## config.mk

```make
export PLATFORM = sky130hd
export DESIGN_NAME = adcc_top
export DESIGN_NICKNAME = d
export VERILOG_FILES = /design/src/hw/adcc_pkg.sv /design/src/hw/adcc_top.sv
export SDC_FILE = /design/constraint.sdc
export NUM_CORES = 1
export LEC_CHECK = 0
export BUFFER_PORTS_ARGS = -buffer_cell sky130_fd_sc_hd__buf_2
export CORE_MARGIN = 4
export CORE_UTILIZATION = 46
export CTS_CLUSTER_SIZE = 25
export DETAILED_ROUTE_END_ITERATION = 10
export GPL_ROUTABILITY_DRIVEN = 0
export GPL_TIMING_DRIVEN = 0
export PLACE_DENSITY = 0.82
export SLEW_MARGIN = 20
export SYNTH_ARGS = -nofsm -noshare
export SYNTH_HDL_FRONTEND = slang
export SYNTH_SLANG_ARGS = --single-unit
```

## constraint.sdc

```tcl
create_clock -name aclk -period 3.95 [get_ports aclk]
set_input_delay 0 -clock aclk [delete_from_list [all_inputs] [get_ports aclk]]
set_output_delay 0 -clock aclk [all_outputs]
set_load 0.03 [all_outputs]
```

## src/hw/adcc_pkg.sv

```systemverilog
// package of register map, field positions and codes for the converter control block
package adcc_pkg;
    // ------------------------------------------------------------------
    // register byte addresses
    // ------------------------------------------------------------------
    localparam logic [7:0] ADDR_MODE_ZERO  = 8'h00;
    localparam logic [7:0] ADDR_MODE_ONE   = 8'h04;
    localparam logic [7:0] ADDR_REF_CHECK  = 8'h08;
    localparam logic [7:0] ADDR_UPPER      = 8'h0c;
    localparam logic [7:0] ADDR_LOWER      = 8'h10;
    localparam logic [7:0] ADDR_CHANNEL    = 8'h14;
    localparam logic [7:0] ADDR_REQ_FLAGS  = 8'h18;
    localparam logic [7:0] ADDR_MASK_FLAGS = 8'h1c;
    localparam logic [7:0] ADDR_RESULT     = 8'h20;
    localparam logic [7:0] ADDR_STATUS     = 8'h24;

    // ------------------------------------------------------------------
    // field positions
    // ------------------------------------------------------------------
    localparam int BIT_COMP_EN    = 0;  // mode zero
    localparam int BIT_CONV_START = 7;  // mode zero
    localparam int BIT_CONV_MODE  = 5;  // mode one
    localparam int BIT_TRIG_LO    = 6;  // mode one
    localparam int BIT_TRIG_HI    = 7;  // mode one
    localparam int BIT_RES_SEL    = 0;  // reference/check
    localparam int BIT_LIM_CHECK  = 3;  // reference/check
    localparam int BIT_NEG_REF    = 5;  // reference/check
    localparam int BIT_POS_REF_LO = 6;  // reference/check
    localparam int BIT_POS_REF_HI = 7;  // reference/check
    localparam int BIT_INT_SRC    = 7;  // channel select
    localparam int BIT_CONV_END   = 0;  // request and mask flags
    localparam int BIT_BUSY       = 0;  // status
    localparam int BIT_BAD_SET    = 1;  // status

    // ------------------------------------------------------------------
    // reset values
    // ------------------------------------------------------------------
    localparam logic [7:0] RST_MODE  = 8'h00;
    localparam logic [7:0] RST_UPPER = 8'hff;
    localparam logic [7:0] RST_LOWER = 8'h00;
    localparam logic [7:0] RST_CHAN  = 8'h00;
    localparam logic       RST_MASK  = 1'b1;

    // ------------------------------------------------------------------
    // codes
    // ------------------------------------------------------------------
    localparam logic [1:0] POS_REF_BAD   = 2'h3;
    localparam logic [5:0] CHAN_LOW_MAX  = 6'h07;
    localparam logic [5:0] CHAN_HIGH_MIN = 6'h10;
    localparam logic [5:0] CHAN_HIGH_MAX = 6'h13;
    localparam logic [5:0] CHAN_TEMP     = 6'h20;
    localparam logic [5:0] CHAN_INT_REF  = 6'h21;
    localparam logic [1:0] AXI_OKAY      = 2'h0;
    localparam logic [1:0] AXI_SLVERR    = 2'h2;

    typedef enum logic [1:0] {
        ADCC_IDLE,
        ADCC_REQ,
        ADCC_WAIT
    } adcc_state_e;
endpackage

```

## src/hw/adcc_top.sv

```systemverilog
// converter control block: axi4-lite registers, conversion sequencing, window check, interrupt
//
// Decided for this implementation: the register offsets and the AXI4-Lite register port.
`timescale 1ns/1ps
module adcc_top #(
    parameter int ADDR_W = 8,
    parameter int RES_W  = 10
) (
    input  wire logic              aclk,
    input  wire logic              aresetn,
    input  wire logic [ADDR_W-1:0] s_axi_awaddr,
    input  wire logic              s_axi_awvalid,
    output logic                   s_axi_awready,
    input  wire logic [31:0]       s_axi_wdata,
    input  wire logic [3:0]        s_axi_wstrb,
    input  wire logic              s_axi_wvalid,
    output logic                   s_axi_wready,
    output logic [1:0]             s_axi_bresp,
    output logic                   s_axi_bvalid,
    input  wire logic              s_axi_bready,
    input  wire logic [ADDR_W-1:0] s_axi_araddr,
    input  wire logic              s_axi_arvalid,
    output logic                   s_axi_arready,
    output logic [31:0]            s_axi_rdata,
    output logic [1:0]             s_axi_rresp,
    output logic                   s_axi_rvalid,
    input  wire logic              s_axi_rready,
    input  wire logic              hw_trigger,
    input  wire logic              sample_done,
    input  wire logic [RES_W-1:0]  sample_data,
    output logic                   comparator_enable,
    output logic                   sample_request,
    output logic                   neg_ref_select,
    output logic [1:0]             pos_ref_select,
    output logic [5:0]             input_channel_select,
    output logic                   resolution_select,
    output logic                   conv_end_interrupt
);
    import adcc_pkg::*;

    // elaboration checks refuse widths the logic cannot serve
    if (ADDR_W < 8) begin : g_bad_addr
        $error("adcc_top: ADDR_W must be at least 8");
    end
    if (RES_W != 10) begin : g_bad_res
        $error("adcc_top: RES_W must be 10");
    end

    // ------------------------------------------------------------------
    // register state
    // ------------------------------------------------------------------
    logic [7:0]        mode_zero_ff, mode_one_ff, ref_check_ff, upper_ff, lower_ff, chan_ff;
    logic              req_flag_ff, mask_ff, w_strb_ff, req_ff, irq_ff;
    logic [RES_W-1:0]  result_ff;
    adcc_state_e       state_ff;
    logic              awready_ff, wready_ff, bvalid_ff, arready_ff, rvalid_ff;
    logic [1:0]        bresp_ff, rresp_ff;
    logic [31:0]       rdata_ff;
    logic [7:0]        aw_addr_ff, ar_addr_q, w_data_ff;

    // ------------------------------------------------------------------
    // write channel handshake
    // ------------------------------------------------------------------
    logic aw_take, w_take, wr_fire, wr_en, ar_take, map_hit_w, map_hit_r;
    logic bad_setting, one_shot_end, flag_clr;
    assign aw_take = s_axi_awvalid & awready_ff;
    assign w_take  = s_axi_wvalid & wready_ff;
    // both halves held and no response pending: do the write this cycle
    assign wr_fire = ~awready_ff & ~wready_ff & ~bvalid_ff;
    assign wr_en   = wr_fire & w_strb_ff & map_hit_w;
    assign ar_take = s_axi_arvalid & arready_ff;

    function automatic logic is_mapped(input logic [7:0] a);
        is_mapped = (a[1:0] == 2'h0) && (a <= ADDR_STATUS);
    endfunction
    assign map_hit_w = is_mapped(aw_addr_ff);
    assign map_hit_r = is_mapped(ar_addr_q);
    // address and data are accepted in either order and held until the response
    always_ff @(posedge aclk) begin
        if (!aresetn) begin
            awready_ff <= 1'b1;
            wready_ff  <= 1'b1;
            bvalid_ff  <= 1'b0;
            bresp_ff   <= AXI_OKAY;
            aw_addr_ff <= 8'h00;
            w_data_ff  <= 8'h00;
            w_strb_ff  <= 1'b0;
        end else begin
            if (aw_take) begin
                awready_ff <= 1'b0;
                aw_addr_ff <= s_axi_awaddr[7:0];
            end
            if (w_take) begin
                wready_ff <= 1'b0;
                w_data_ff <= s_axi_wdata[7:0];
                w_strb_ff <= s_axi_wstrb[0];
            end
            if (wr_fire) begin
                bvalid_ff <= 1'b1;
                bresp_ff  <= map_hit_w ? AXI_OKAY : AXI_SLVERR;
            end
            if (bvalid_ff && s_axi_bready) begin
                bvalid_ff  <= 1'b0;
                awready_ff <= 1'b1;
                wready_ff  <= 1'b1;
            end
        end
    end

    // ------------------------------------------------------------------
    // read channel: data one cycle after the address is taken
    // ------------------------------------------------------------------
    logic [31:0] rd_mux;
    assign ar_addr_q = s_axi_araddr[7:0];

    always_comb begin
        rd_mux = 32'h0000_0000;
        case (ar_addr_q)
            ADDR_MODE_ZERO:  rd_mux[7:0] = mode_zero_ff;
            ADDR_MODE_ONE:   rd_mux[7:0] = mode_one_ff;
            ADDR_REF_CHECK:  rd_mux[7:0] = ref_check_ff;
            ADDR_UPPER:      rd_mux[7:0] = upper_ff;
            ADDR_LOWER:      rd_mux[7:0] = lower_ff;
            ADDR_CHANNEL:    rd_mux[7:0] = chan_ff;
            ADDR_REQ_FLAGS:  rd_mux[BIT_CONV_END] = req_flag_ff;
            ADDR_MASK_FLAGS: rd_mux[BIT_CONV_END] = mask_ff;
            ADDR_RESULT:     rd_mux[RES_W-1:0] = result_ff;
            ADDR_STATUS:     rd_mux[BIT_BAD_SET:BIT_BUSY] = {bad_setting, state_ff != ADCC_IDLE};
            default:         rd_mux = 32'h0000_0000;
        endcase
    end

    always_ff @(posedge aclk) begin
        if (!aresetn) begin
            arready_ff <= 1'b1;
            rvalid_ff  <= 1'b0;
            rdata_ff   <= 32'h0000_0000;
            rresp_ff   <= AXI_OKAY;
        end else if (ar_take) begin
            arready_ff <= 1'b0;
            rvalid_ff  <= 1'b1;
            rdata_ff   <= rd_mux;
            rresp_ff   <= map_hit_r ? AXI_OKAY : AXI_SLVERR;
        end else if (rvalid_ff && s_axi_rready) begin
            rvalid_ff  <= 1'b0;
            arready_ff <= 1'b1;
        end
    end

    // ------------------------------------------------------------------
    // configuration registers
    // ------------------------------------------------------------------
    // start bit drops by itself after a one-shot conversion; a write wins
    always_ff @(posedge aclk) begin
        if (!aresetn) begin
            mode_zero_ff <= RST_MODE;
        end else if (wr_en && aw_addr_ff == ADDR_MODE_ZERO) begin
            mode_zero_ff <= w_data_ff;
        end else if (one_shot_end) begin
            mode_zero_ff[BIT_CONV_START] <= 1'b0;
        end
    end
    // limits, references, channel and mode one are plain storage
    always_ff @(posedge aclk) begin
        if (!aresetn) begin
            mode_one_ff  <= RST_MODE;
            ref_check_ff <= RST_MODE;
            upper_ff     <= RST_UPPER;
            lower_ff     <= RST_LOWER;
            chan_ff      <= RST_CHAN;
        end else if (wr_en) begin
            case (aw_addr_ff)
                ADDR_MODE_ONE:  mode_one_ff  <= w_data_ff;
                ADDR_REF_CHECK: ref_check_ff <= w_data_ff;
                ADDR_UPPER:     upper_ff     <= w_data_ff;
                ADDR_LOWER:     lower_ff     <= w_data_ff;
                ADDR_CHANNEL:   chan_ff      <= w_data_ff;
                default:        ;
            endcase
        end
    end

    // prohibited reference or channel codes hold off new conversions
    logic [5:0] chan_code;
    assign chan_code = {chan_ff[BIT_INT_SRC], chan_ff[4:0]};
    assign bad_setting = (ref_check_ff[BIT_POS_REF_HI:BIT_POS_REF_LO] == POS_REF_BAD)
                       | ~((chan_code <= CHAN_LOW_MAX)
                           | (chan_code >= CHAN_HIGH_MIN && chan_code <= CHAN_HIGH_MAX)
                           | (chan_code == CHAN_TEMP) | (chan_code == CHAN_INT_REF));

    // ------------------------------------------------------------------
    // conversion sequencer
    // ------------------------------------------------------------------
    logic run_ok, hw_mode, trig_ok, fire, in_window;
    logic [7:0] cmp_val;
    // converter runs only with the comparator on; start alone does nothing
    assign run_ok  = mode_zero_ff[BIT_COMP_EN] & mode_zero_ff[BIT_CONV_START]
                   & ~bad_setting;
    assign hw_mode = mode_one_ff[BIT_TRIG_HI];
    // no-wait and wait modes both sample on each trigger; the analog wake delay is outside
    assign trig_ok = ~hw_mode | hw_trigger;
    assign one_shot_end = (state_ff == ADCC_WAIT) & sample_done
                        & mode_one_ff[BIT_CONV_MODE] & run_ok;

    always_ff @(posedge aclk) begin
        if (!aresetn) begin
            state_ff <= ADCC_IDLE;
        end else if (!run_ok) begin
            state_ff <= ADCC_IDLE;
        end else begin
            case (state_ff)
                ADCC_IDLE: state_ff <= trig_ok ? ADCC_REQ : ADCC_IDLE;
                ADCC_REQ:  state_ff <= ADCC_WAIT;
                ADCC_WAIT: state_ff <= sample_done ? ADCC_IDLE : ADCC_WAIT;
                default:   state_ff <= ADCC_IDLE;
            endcase
        end
    end

    // eight-bit mode keeps the top bits, low bits read as zero
    always_ff @(posedge aclk) begin
        if (!aresetn) begin
            result_ff <= '0;
        end else if (state_ff == ADCC_WAIT && sample_done && run_ok) begin
            result_ff <= ref_check_ff[BIT_RES_SEL]
                       ? {sample_data[RES_W-1:2], 2'b00} : sample_data;
        end
    end
    // limits are eight bits, so compare against the top eight result bits
    assign cmp_val   = sample_data[RES_W-1:RES_W-8];
    assign in_window = (lower_ff <= cmp_val) && (cmp_val <= upper_ff);
    assign fire = (state_ff == ADCC_WAIT) & sample_done & run_ok
                & (ref_check_ff[BIT_LIM_CHECK] ? ~in_window : in_window);

    // ------------------------------------------------------------------
    // interrupt flag and mask
    // ------------------------------------------------------------------
    assign flag_clr = wr_en & (aw_addr_ff == ADDR_REQ_FLAGS) & w_data_ff[BIT_CONV_END];

    // write one clears; a new request in the same cycle is kept
    always_ff @(posedge aclk) begin
        if (!aresetn) begin
            req_flag_ff <= 1'b0;
        end else begin
            req_flag_ff <= (req_flag_ff & ~flag_clr) | fire;
        end
    end

    always_ff @(posedge aclk) begin
        if (!aresetn) begin
            mask_ff <= RST_MASK;
        end else if (wr_en && aw_addr_ff == ADDR_MASK_FLAGS) begin
            mask_ff <= w_data_ff[BIT_CONV_END];
        end
    end
    // outputs registered so every pin comes from a flop
    always_ff @(posedge aclk) begin
        if (!aresetn) begin
            irq_ff <= 1'b0;
            req_ff <= 1'b0;
        end else begin
            irq_ff <= req_flag_ff & ~mask_ff;
            req_ff <= (state_ff == ADCC_IDLE) & run_ok & trig_ok;
        end
    end

    // output assignments, every one straight from a flop
    assign s_axi_awready        = awready_ff;
    assign s_axi_wready         = wready_ff;
    assign s_axi_bvalid         = bvalid_ff;
    assign s_axi_bresp          = bresp_ff;
    assign s_axi_arready        = arready_ff;
    assign s_axi_rvalid         = rvalid_ff;
    assign s_axi_rdata          = rdata_ff;
    assign s_axi_rresp          = rresp_ff;
    assign comparator_enable    = mode_zero_ff[BIT_COMP_EN];
    assign sample_request       = req_ff;
    assign neg_ref_select       = ref_check_ff[BIT_NEG_REF];
    assign pos_ref_select       = ref_check_ff[BIT_POS_REF_HI:BIT_POS_REF_LO];
    assign input_channel_select = chan_code;
    assign resolution_select    = ref_check_ff[BIT_RES_SEL];
    assign conv_end_interrupt   = irq_ff;
endmodule // adcc_top

```

==> results of run 1 <==
## layout by cell type, fill, tap and decap left out, types with 12 or more instances in the layout
master,count
a21boi_0,19
a21oi_1,29
buf_2,78
buf_4,33
clkbuf_1,19
conb_1,24
dfxtp_1,98
dlygate4sd3_1,21
ha_1,16
inv_1,21
mux2i_1,46
nand2_1,54
nand3_1,23
nor2_1,35
nor2b_1,56
o21ai_0,12
## kinds of logic after synthesis
logic type,after synthesis
AOI/OAI and AO/OA,111
xor gates and xnor gates,1
adders and majority gates,17
buffers and inverters,83
DFF,98
muxes,54
other,1
and+or+nand+nor,201
## per-stage QoR
| stage | utilization [%] | total power (uW) | cells |
|---|---|---|---|
| final | 57.7 | 1940 | 831 |
| after detailed placement | 53.7 | 1260 | 794 |
| after global routing | 57.7 | 2010 | 831 |
| after global placement | 53.7 | 1260 | 794 |
| after floorplan | - | 1200 | 589 |
| after CTS | 57.7 | 1940 | 831 |
## final timing paths
kind                                startpoint         endpoint  slack (ps)  cells after the start
worst max register to register      chan_ff[4]  mode_zero_ff[7]        2050                      7
worst min register to register  s_axi_rdata[8]   s_axi_rdata[8]         460                      2
worst max-delay path                chan_ff[4]  mode_zero_ff[7]        2050                      7
worst min-delay path             s_axi_arvalid   s_axi_rdata[8]          30                      4
## area by class of cell
class | instances | area (sq um) | share of cell area, %
tap | 136 | 170 | 2.82
inverter | 21 | 78.8 | 1.30
multi-input combinational | 408 | 2690 | 44.6
clock buffer | 11 | 151 | 2.51
sequential | 98 | 1960 | 32.5
clock inverter | 5 | 61.3 | 1.01
buffer | 62 | 368 | 6.09
timing repair buffer | 90 | 556 | 9.20
## worst min-delay path: stages
cell and delay, ps:
buf_2 80, nand2_1 120, nand2_1 100, a21boi_1 50
## where the power goes
part	internal, uW	leakage, uW	switching [uW]
Sequential	1000	0.000794	22.5
Clock	331	0.000110	348
Combinational	96.2	0.00171	141
## timing repair
action,4_1_cts,5_1_grt
gates resized for setup,0,0
hold buffers,21,0
hold endpoints to repair,25,0
setup buffers,0,0
## flip-flops by register name, summed over array words and instances (netlist names)
name and flops:
w_data_ff 8, s_axi_bresp 1, lower_ff 8, s_axi_awready 1, conv_end_interrupt 1, s_axi_rvalid 1
chan_ff 8, mode_zero_ff 8, req_flag_ff 1, s_axi_bvalid 1, state_ff 2, s_axi_rdata 10
sample_request 1, w_strb_ff 1, result_ff 10, s_axi_arready 1, s_axi_wready 1, aw_addr_ff 8
mask_ff 1, s_axi_rresp 1, upper_ff 8, mode_one_ff 8, ref_check_ff 8
## synth_stat cells, types with 16 or more instances
| library cell | number | area share (%) |
|---|---|---|
| ha_1 | 16 | 4.0 |
| clkbuf_1 | 19 | 1.4 |
| a21oi_1 | 29 | 2.9 |
| nor2_1 | 35 | 2.6 |
| mux2i_1 | 46 | 9.2 |
| nor2b_1 | 56 | 7.0 |
| buf_4 | 33 | 4.9 |
| nand3_1 | 23 | 2.3 |
| a21boi_0 | 19 | 2.8 |
| nand2_1 | 54 | 4.0 |
| inv_1 | 21 | 1.6 |
| dfxtp_1 | 98 | 39 |
## per-layer routing
metal  track usage [%]  part of all wire, %  up-vias
met4              8.25                  3.5        0
met2              36.2                   47      231
met3              4.58                  8.0       38
met5                 0                    0        -
li1                  -                    -     2154
met1              27.0                   41     2078
==> results.py, run 1 <==
metrics = {
    "synth": {
        "synth_cell_type_count": 53,
        "synth-compound-area-share_pct": 14.5,
        "synth_top_family_by_area": "simple AND/OR/NAND/NOR gates",
        "synthCells": 566,
        "ys_seq_area_share_pct": 39.1,
        "synth_simple_gate_area_share_pct": 21.6,
        "syn_area_sq_um": 5020,
        "dominantRegCellSynth": "dfxtp_1",
        "postSynth.asyncResetShare_pct": 0,
        "synth_edf_count": 0,
        "synth_fa_ha_area_share_pct": 4.19,
        "ys_seq_elements": 98,
        "yosys_warnings": 0,
        "synth_mux_area_share_pct": 11.4,
        "synth_xor_area_share_pct": 0.175,
        "syn_area_per_cell_sq_um": 8.86,
    },
    "die": {
        "die_w_microns": 112,
        "coreArea_sq_um": 10500,
        "fp.dieH_microns": 112,
        "io_pins": 125,
        "dieArea_sq_um": 12600,
        "fp-row-count": 37,
        "start_util_pct": 47.9,
    },
    "setup_path": {
        "cp.arrival_ps": 2160,
        "cp-end-kind": "register",
        "cp_cell_sequence": "o21a_1, o22ai_1, nand2_1, or3_1, clkbuf_1, o2111ai_1, o21ai_1",
        "required_ps": 4200,
        "cpPeakStageDelay_ps": 430,
        "cp_slowest_cell": "or3_1",
        "path_max_fanout": 10,
        "cp-start-kind": "register",
        "crit_family": "compound AO/OA/AOI/OAI gates",
        "critPathKind": "register to register",
        "cp.buffers_inverters": 1,
    },
    "clocking": {
        "clk_pin_slew_ps": 90,
        "numCtsBuffers": 9,
        "cts_max_path_buffers": 2,
        "worstSkewPairLatency_ps": 370,
        "cts_root_buf": "clkbuf_8",
        "cts_tree": "built",
        "ctsHtreeMaxLevel": 3,
        "cts.sink_count": 98,
    },
    "route": {
        "dr_total_vias": 4501,
        "drtAntennaViolNets": 0,
        "first_iter_violations": 338,
        "vias_per_cell": 5.42,
        "dr.pass1.iters": 5,
        "drt-total-wl_microns": 13600,
        "route.detailed.drc": 0,
        "wl_per_cell_microns": 16.3,
    },
    "global_route": {
        "grt_usage_pct": 21.5,
        "antenna_found_initial": 0,
        "overflow": 0,
        "grt_pass1_wl_microns": 22000,
        "grt_pass1_vias": 4415,
        "grt_max_degree": 17,
    },
    "sta": {
        "worst_pin_slew_ps": 603,
        "grt_setup_unrepaired": "false",
        "report.final.slew_viol_count": 0,
        "whs_ps": 25.3,
        "max_slew_margin_pct": 59.7,
        "clock_skew_ps": 10.7,
        "hold_viol": 0,
        "fmax_ghz": 0.525,
        "tns_ps": 0,
        "setup-violations-final": 0,
        "min_period_ps": 1900,
        "fin_crit_sh_pct": 48.2,
        "fin_ws_ps": 2050,
    },
    "finish": {
        "area_growth_pct": 20.4,
        "fin_nets": 777,
        "drive_gt1_share_pct": 20.3,
        "antenna_cells": 0,
        "fill_cells": 927,
        "design_area_sq_um": 6040,
    },
    "power_and_ir_drop": {
        "p_leak_uw": 0.00261,
        "vdd_drop_max_v": 0.000177,
        "power.density_nw_per_um2": 321,
    },
    "status": {
        "status": "complete, no violations",
    },
    "hold_path": {
        "hp-class": "primary input to register",
    },
    "place": {
        "place_ws_ps": 2090,
        "io_buffers": 69,
        "post_dp_cell_area_sq_um": 5620,
        "hpwl_microns": 10300,
    },
    "flow_run": {
        "drv_cap": 0,
    },
}
Power figures use the tool's default switching activity.
==> inputs of run 2 (changes only) <==
--- a/config.mk
+++ b/config.mk
@@ -12,7 +12,7 @@
 export DETAILED_ROUTE_END_ITERATION = 10
 export GPL_ROUTABILITY_DRIVEN = 0
 export GPL_TIMING_DRIVEN = 0
-export PLACE_DENSITY = 0.82
+export PLACE_DENSITY = 0.84
 export SLEW_MARGIN = 20
 export SYNTH_ARGS = -nofsm -noshare
 export SYNTH_HDL_FRONTEND = slang
==> constraint.sdc (replaced) <==
create_clock -name aclk -period 1.7 [get_ports aclk]
set_input_delay 0 -clock aclk [delete_from_list [all_inputs] [get_ports aclk]]
set_output_delay 0 -clock aclk [all_outputs]
set_load 0.03 [all_outputs]
==> run 2 against run 1 <==
  * The run now ends with hold timing, setup timing left
  * Cell count increased by 1.4%
  * Hold slack lost 26 ps
  * Clock skew shrank 1.9 ps
  * Register-to-register slack got worse by 2200 ps
  * Total power grew 120%
==> results.py, run 2 (synthesis results as in run 1) <==
metrics = {
    "finish": {
        "drive_gt1_share_pct": 27.4,
        "layout_commonest_cell": "dfxtp_1",
        "fill_cells": 869,
        "fin_cells": 843,
        "design_area_sq_um": 6330,
        "antenna_cells": 0,
        "final_cell_mix": "dfxtp_1, buf_2, nor2b_1, nand2_1, mux2i_1",
        "fin_nets": 789,
        "area_growth_pct": 26.2,
    },
    "sta": {
        "tns_ps": -809,
        "hold_viol": 1,
        "grt_setup_unrepaired": "true",
        "clock_skew_ps": 8.71,
        "fin_crit_sh_pct": 107,
        "min_period_ps": 1830,
        "worst_pin_slew_ps": 644,
        "report.final.slew_viol_count": 0,
        "setup-violations-final": 22,
        "max_slew_margin_pct": 57.1,
        "whs_ps": -0.693,
        "fmax_ghz": 0.547,
        "fin_ws_ps": -127,
    },
    "power_and_ir_drop": {
        "clkPwrFrac_pct": 31.9,
        "vdd_drop_max_v": 0.000515,
        "p_leak_uw": 0.00269,
        "combPwrFrac_pct": 13.5,
        "power.density_nw_per_um2": 690,
        "p_int_uw": 3120,
        "switching_share_pct": 28.5,
        "seqPwrFrac_pct": 54.6,
        "p_sw_uw": 1250,
    },
    "setup_path": {
        "cp_slowest_cell": "dfxtp_2",
        "cp.arrival_ps": 2080,
        "crit_family": "simple AND/OR/NAND/NOR gates",
        "reg2reg_from": "aw_addr_ff[6]",
        "cp-start-kind": "register",
        "critPathKind": "register to register",
        "cp_num_cells": 8,
        "cp_cell_sequence": "nor4_4, buf_4, nand2_4, nor3b_4, nand3b_1, buf_6, mux2i_1, nor2b_1",
        "cp-end-kind": "register",
        "path_max_fanout": 9,
        "rr_worst_depth": 8,
        "cpPeakStageDelay_ps": 350,
        "endpoint": "lower_ff[1]",
        "rrSetupSlack_ps": -130,
        "cp.buffers_inverters": 2,
        "rr_endpoint": "lower_ff[1]",
        "required_ps": 1950,
        "cp-startpoint": "aw_addr_ff[6]",
    },
    "die": {
        "fp-row-count": 37,
        "dieArea_sq_um": 12600,
        "start_util_pct": 47.9,
        "coreArea_sq_um": 10500,
        "io_pins": 125,
        "fp.dieH_microns": 112,
        "die_w_microns": 112,
    },
    "route": {
        "route.detailed.drc": 0,
        "dr.pass1.iters": 7,
        "wl_per_cell_microns": 17.6,
        "drtAntennaViolNets": 0,
        "drt-total-wl_microns": 14800,
        "vias_per_cell": 5.56,
        "first_iter_violations": 491,
        "dr_total_vias": 4688,
    },
    "global_route": {
        "grt_usage_pct": 22.1,
        "antenna_found_initial": 0,
        "overflow": 0,
        "grt_pass1_wl_microns": 22400,
        "grt_max_degree": 18,
        "grt_pass1_vias": 4523,
    },
    "clocking": {
        "numCtsBuffers": 9,
        "cts_tree": "built",
        "worstSkewPairLatency_ps": 370,
        "clk_pin_slew_ps": 100,
        "ctsHtreeMaxLevel": 3,
        "cts_max_path_buffers": 2,
        "cts_root_buf": "clkbuf_8",
        "cts.sink_count": 98,
    },
    "hold_path": {
        "hp-class": "primary input to register",
    },
    "flow_run": {
        "drv_cap": 0,
    },
    "status": {
        "status": "complete, but fails checks",
        "violations": "hold timing, setup timing",
    },
    "place": {
        "post_dp_cell_area_sq_um": 5620,
        "hpwl_microns": 10500,
        "io_buffers": 69,
        "placed_cells": 794,
    },
}
[run 2: cell count changes in the layout (fill, tap and decap cells not counted), moves of 9 or more]
cell	change
dfxtp_2	+14
a21oi_2	+9
a21oi_1	-9
dfxtp_1	-14
buf_4	+9
[run 2: power by group through the flow]
stage | clock network (uW) | logic (uW) | registers (uW)
2_1_floorplan | 0 | 340 | 2440
3_3_place_gp | 0 | 487 | 2430
3_5_place_dp | 0 | 503 | 2430
4_1_cts | 1400 | 543 | 2380
5_1_grt | 1480 | 631 | 2390
6_report | 1390 | 589 | 2390
[run 2: metal layers]
metal | global-route usage [%] | wire length, microns | part of all wire (%)
met5 | 0 | 0 | 0
met4 | 8.49 | 583 | 3.9
met3 | 4.96 | 1450 | 9.8
met2 | 39.1 | 7160 | 48
met1 | 26.0 | 5640 | 38
[run 2: repair_timing]
action	CTS	global route
endpoints found under the setup margin	56	51
pin swaps	12	8
buffers inserted	4	6
endpoints found under the hold margin	24	0
hold buffers	20	0
gates resized for setup	23	37
cloned	1	2
[run 2: area by class of cell]
type	instances	area [sq um]	area share (%)
clock buffers	10	128	2.02
multi-input cells	409	2860	45.2
inverters	21	81.3	1.28
well taps	136	170	2.69
repair buffers	101	656	10.4
plain buffers	62	403	6.36
flip-flops and latches	98	1980	31.3
clock inverters	6	51.3	0.810
[run 2: stage by stage]
stage	hold WS (ps)	worst slack, ps	power [uW]	util (%)
floorplan	156	44.6	2780	-
global placement	265	-153	2920	53.7
detailed placement	277	-189	2940	53.7
CTS	0.452	-49.2	4330	58.6
global route	16.5	-180	4500	60.5
finish	-0.693	-127	4370	60.5
[run 2: worst min path at each step]
stage | startpoint | end | slack, ps | depth (start not counted)
floorplan | s_axi_awaddr[7] | aw_addr_ff[7] | 160 | 2
global placement | s_axi_awaddr[7] | aw_addr_ff[7] | 270 | 3
detailed placement | s_axi_awaddr[7] | aw_addr_ff[7] | 280 | 3
CTS | sample_done | state_ff[1] | 0.5 | 4
global route | sample_done | state_ff[1] | 20 | 4
finish | sample_done | state_ff[1] | -0.7 | 4
[run 2: tightest hold or removal path: cells and delay by family]
kind                   cells  cell delay (ps)
multiplexers               1              150
AND/OR/NAND/NOR            2               90
buffers and inverters      1               90
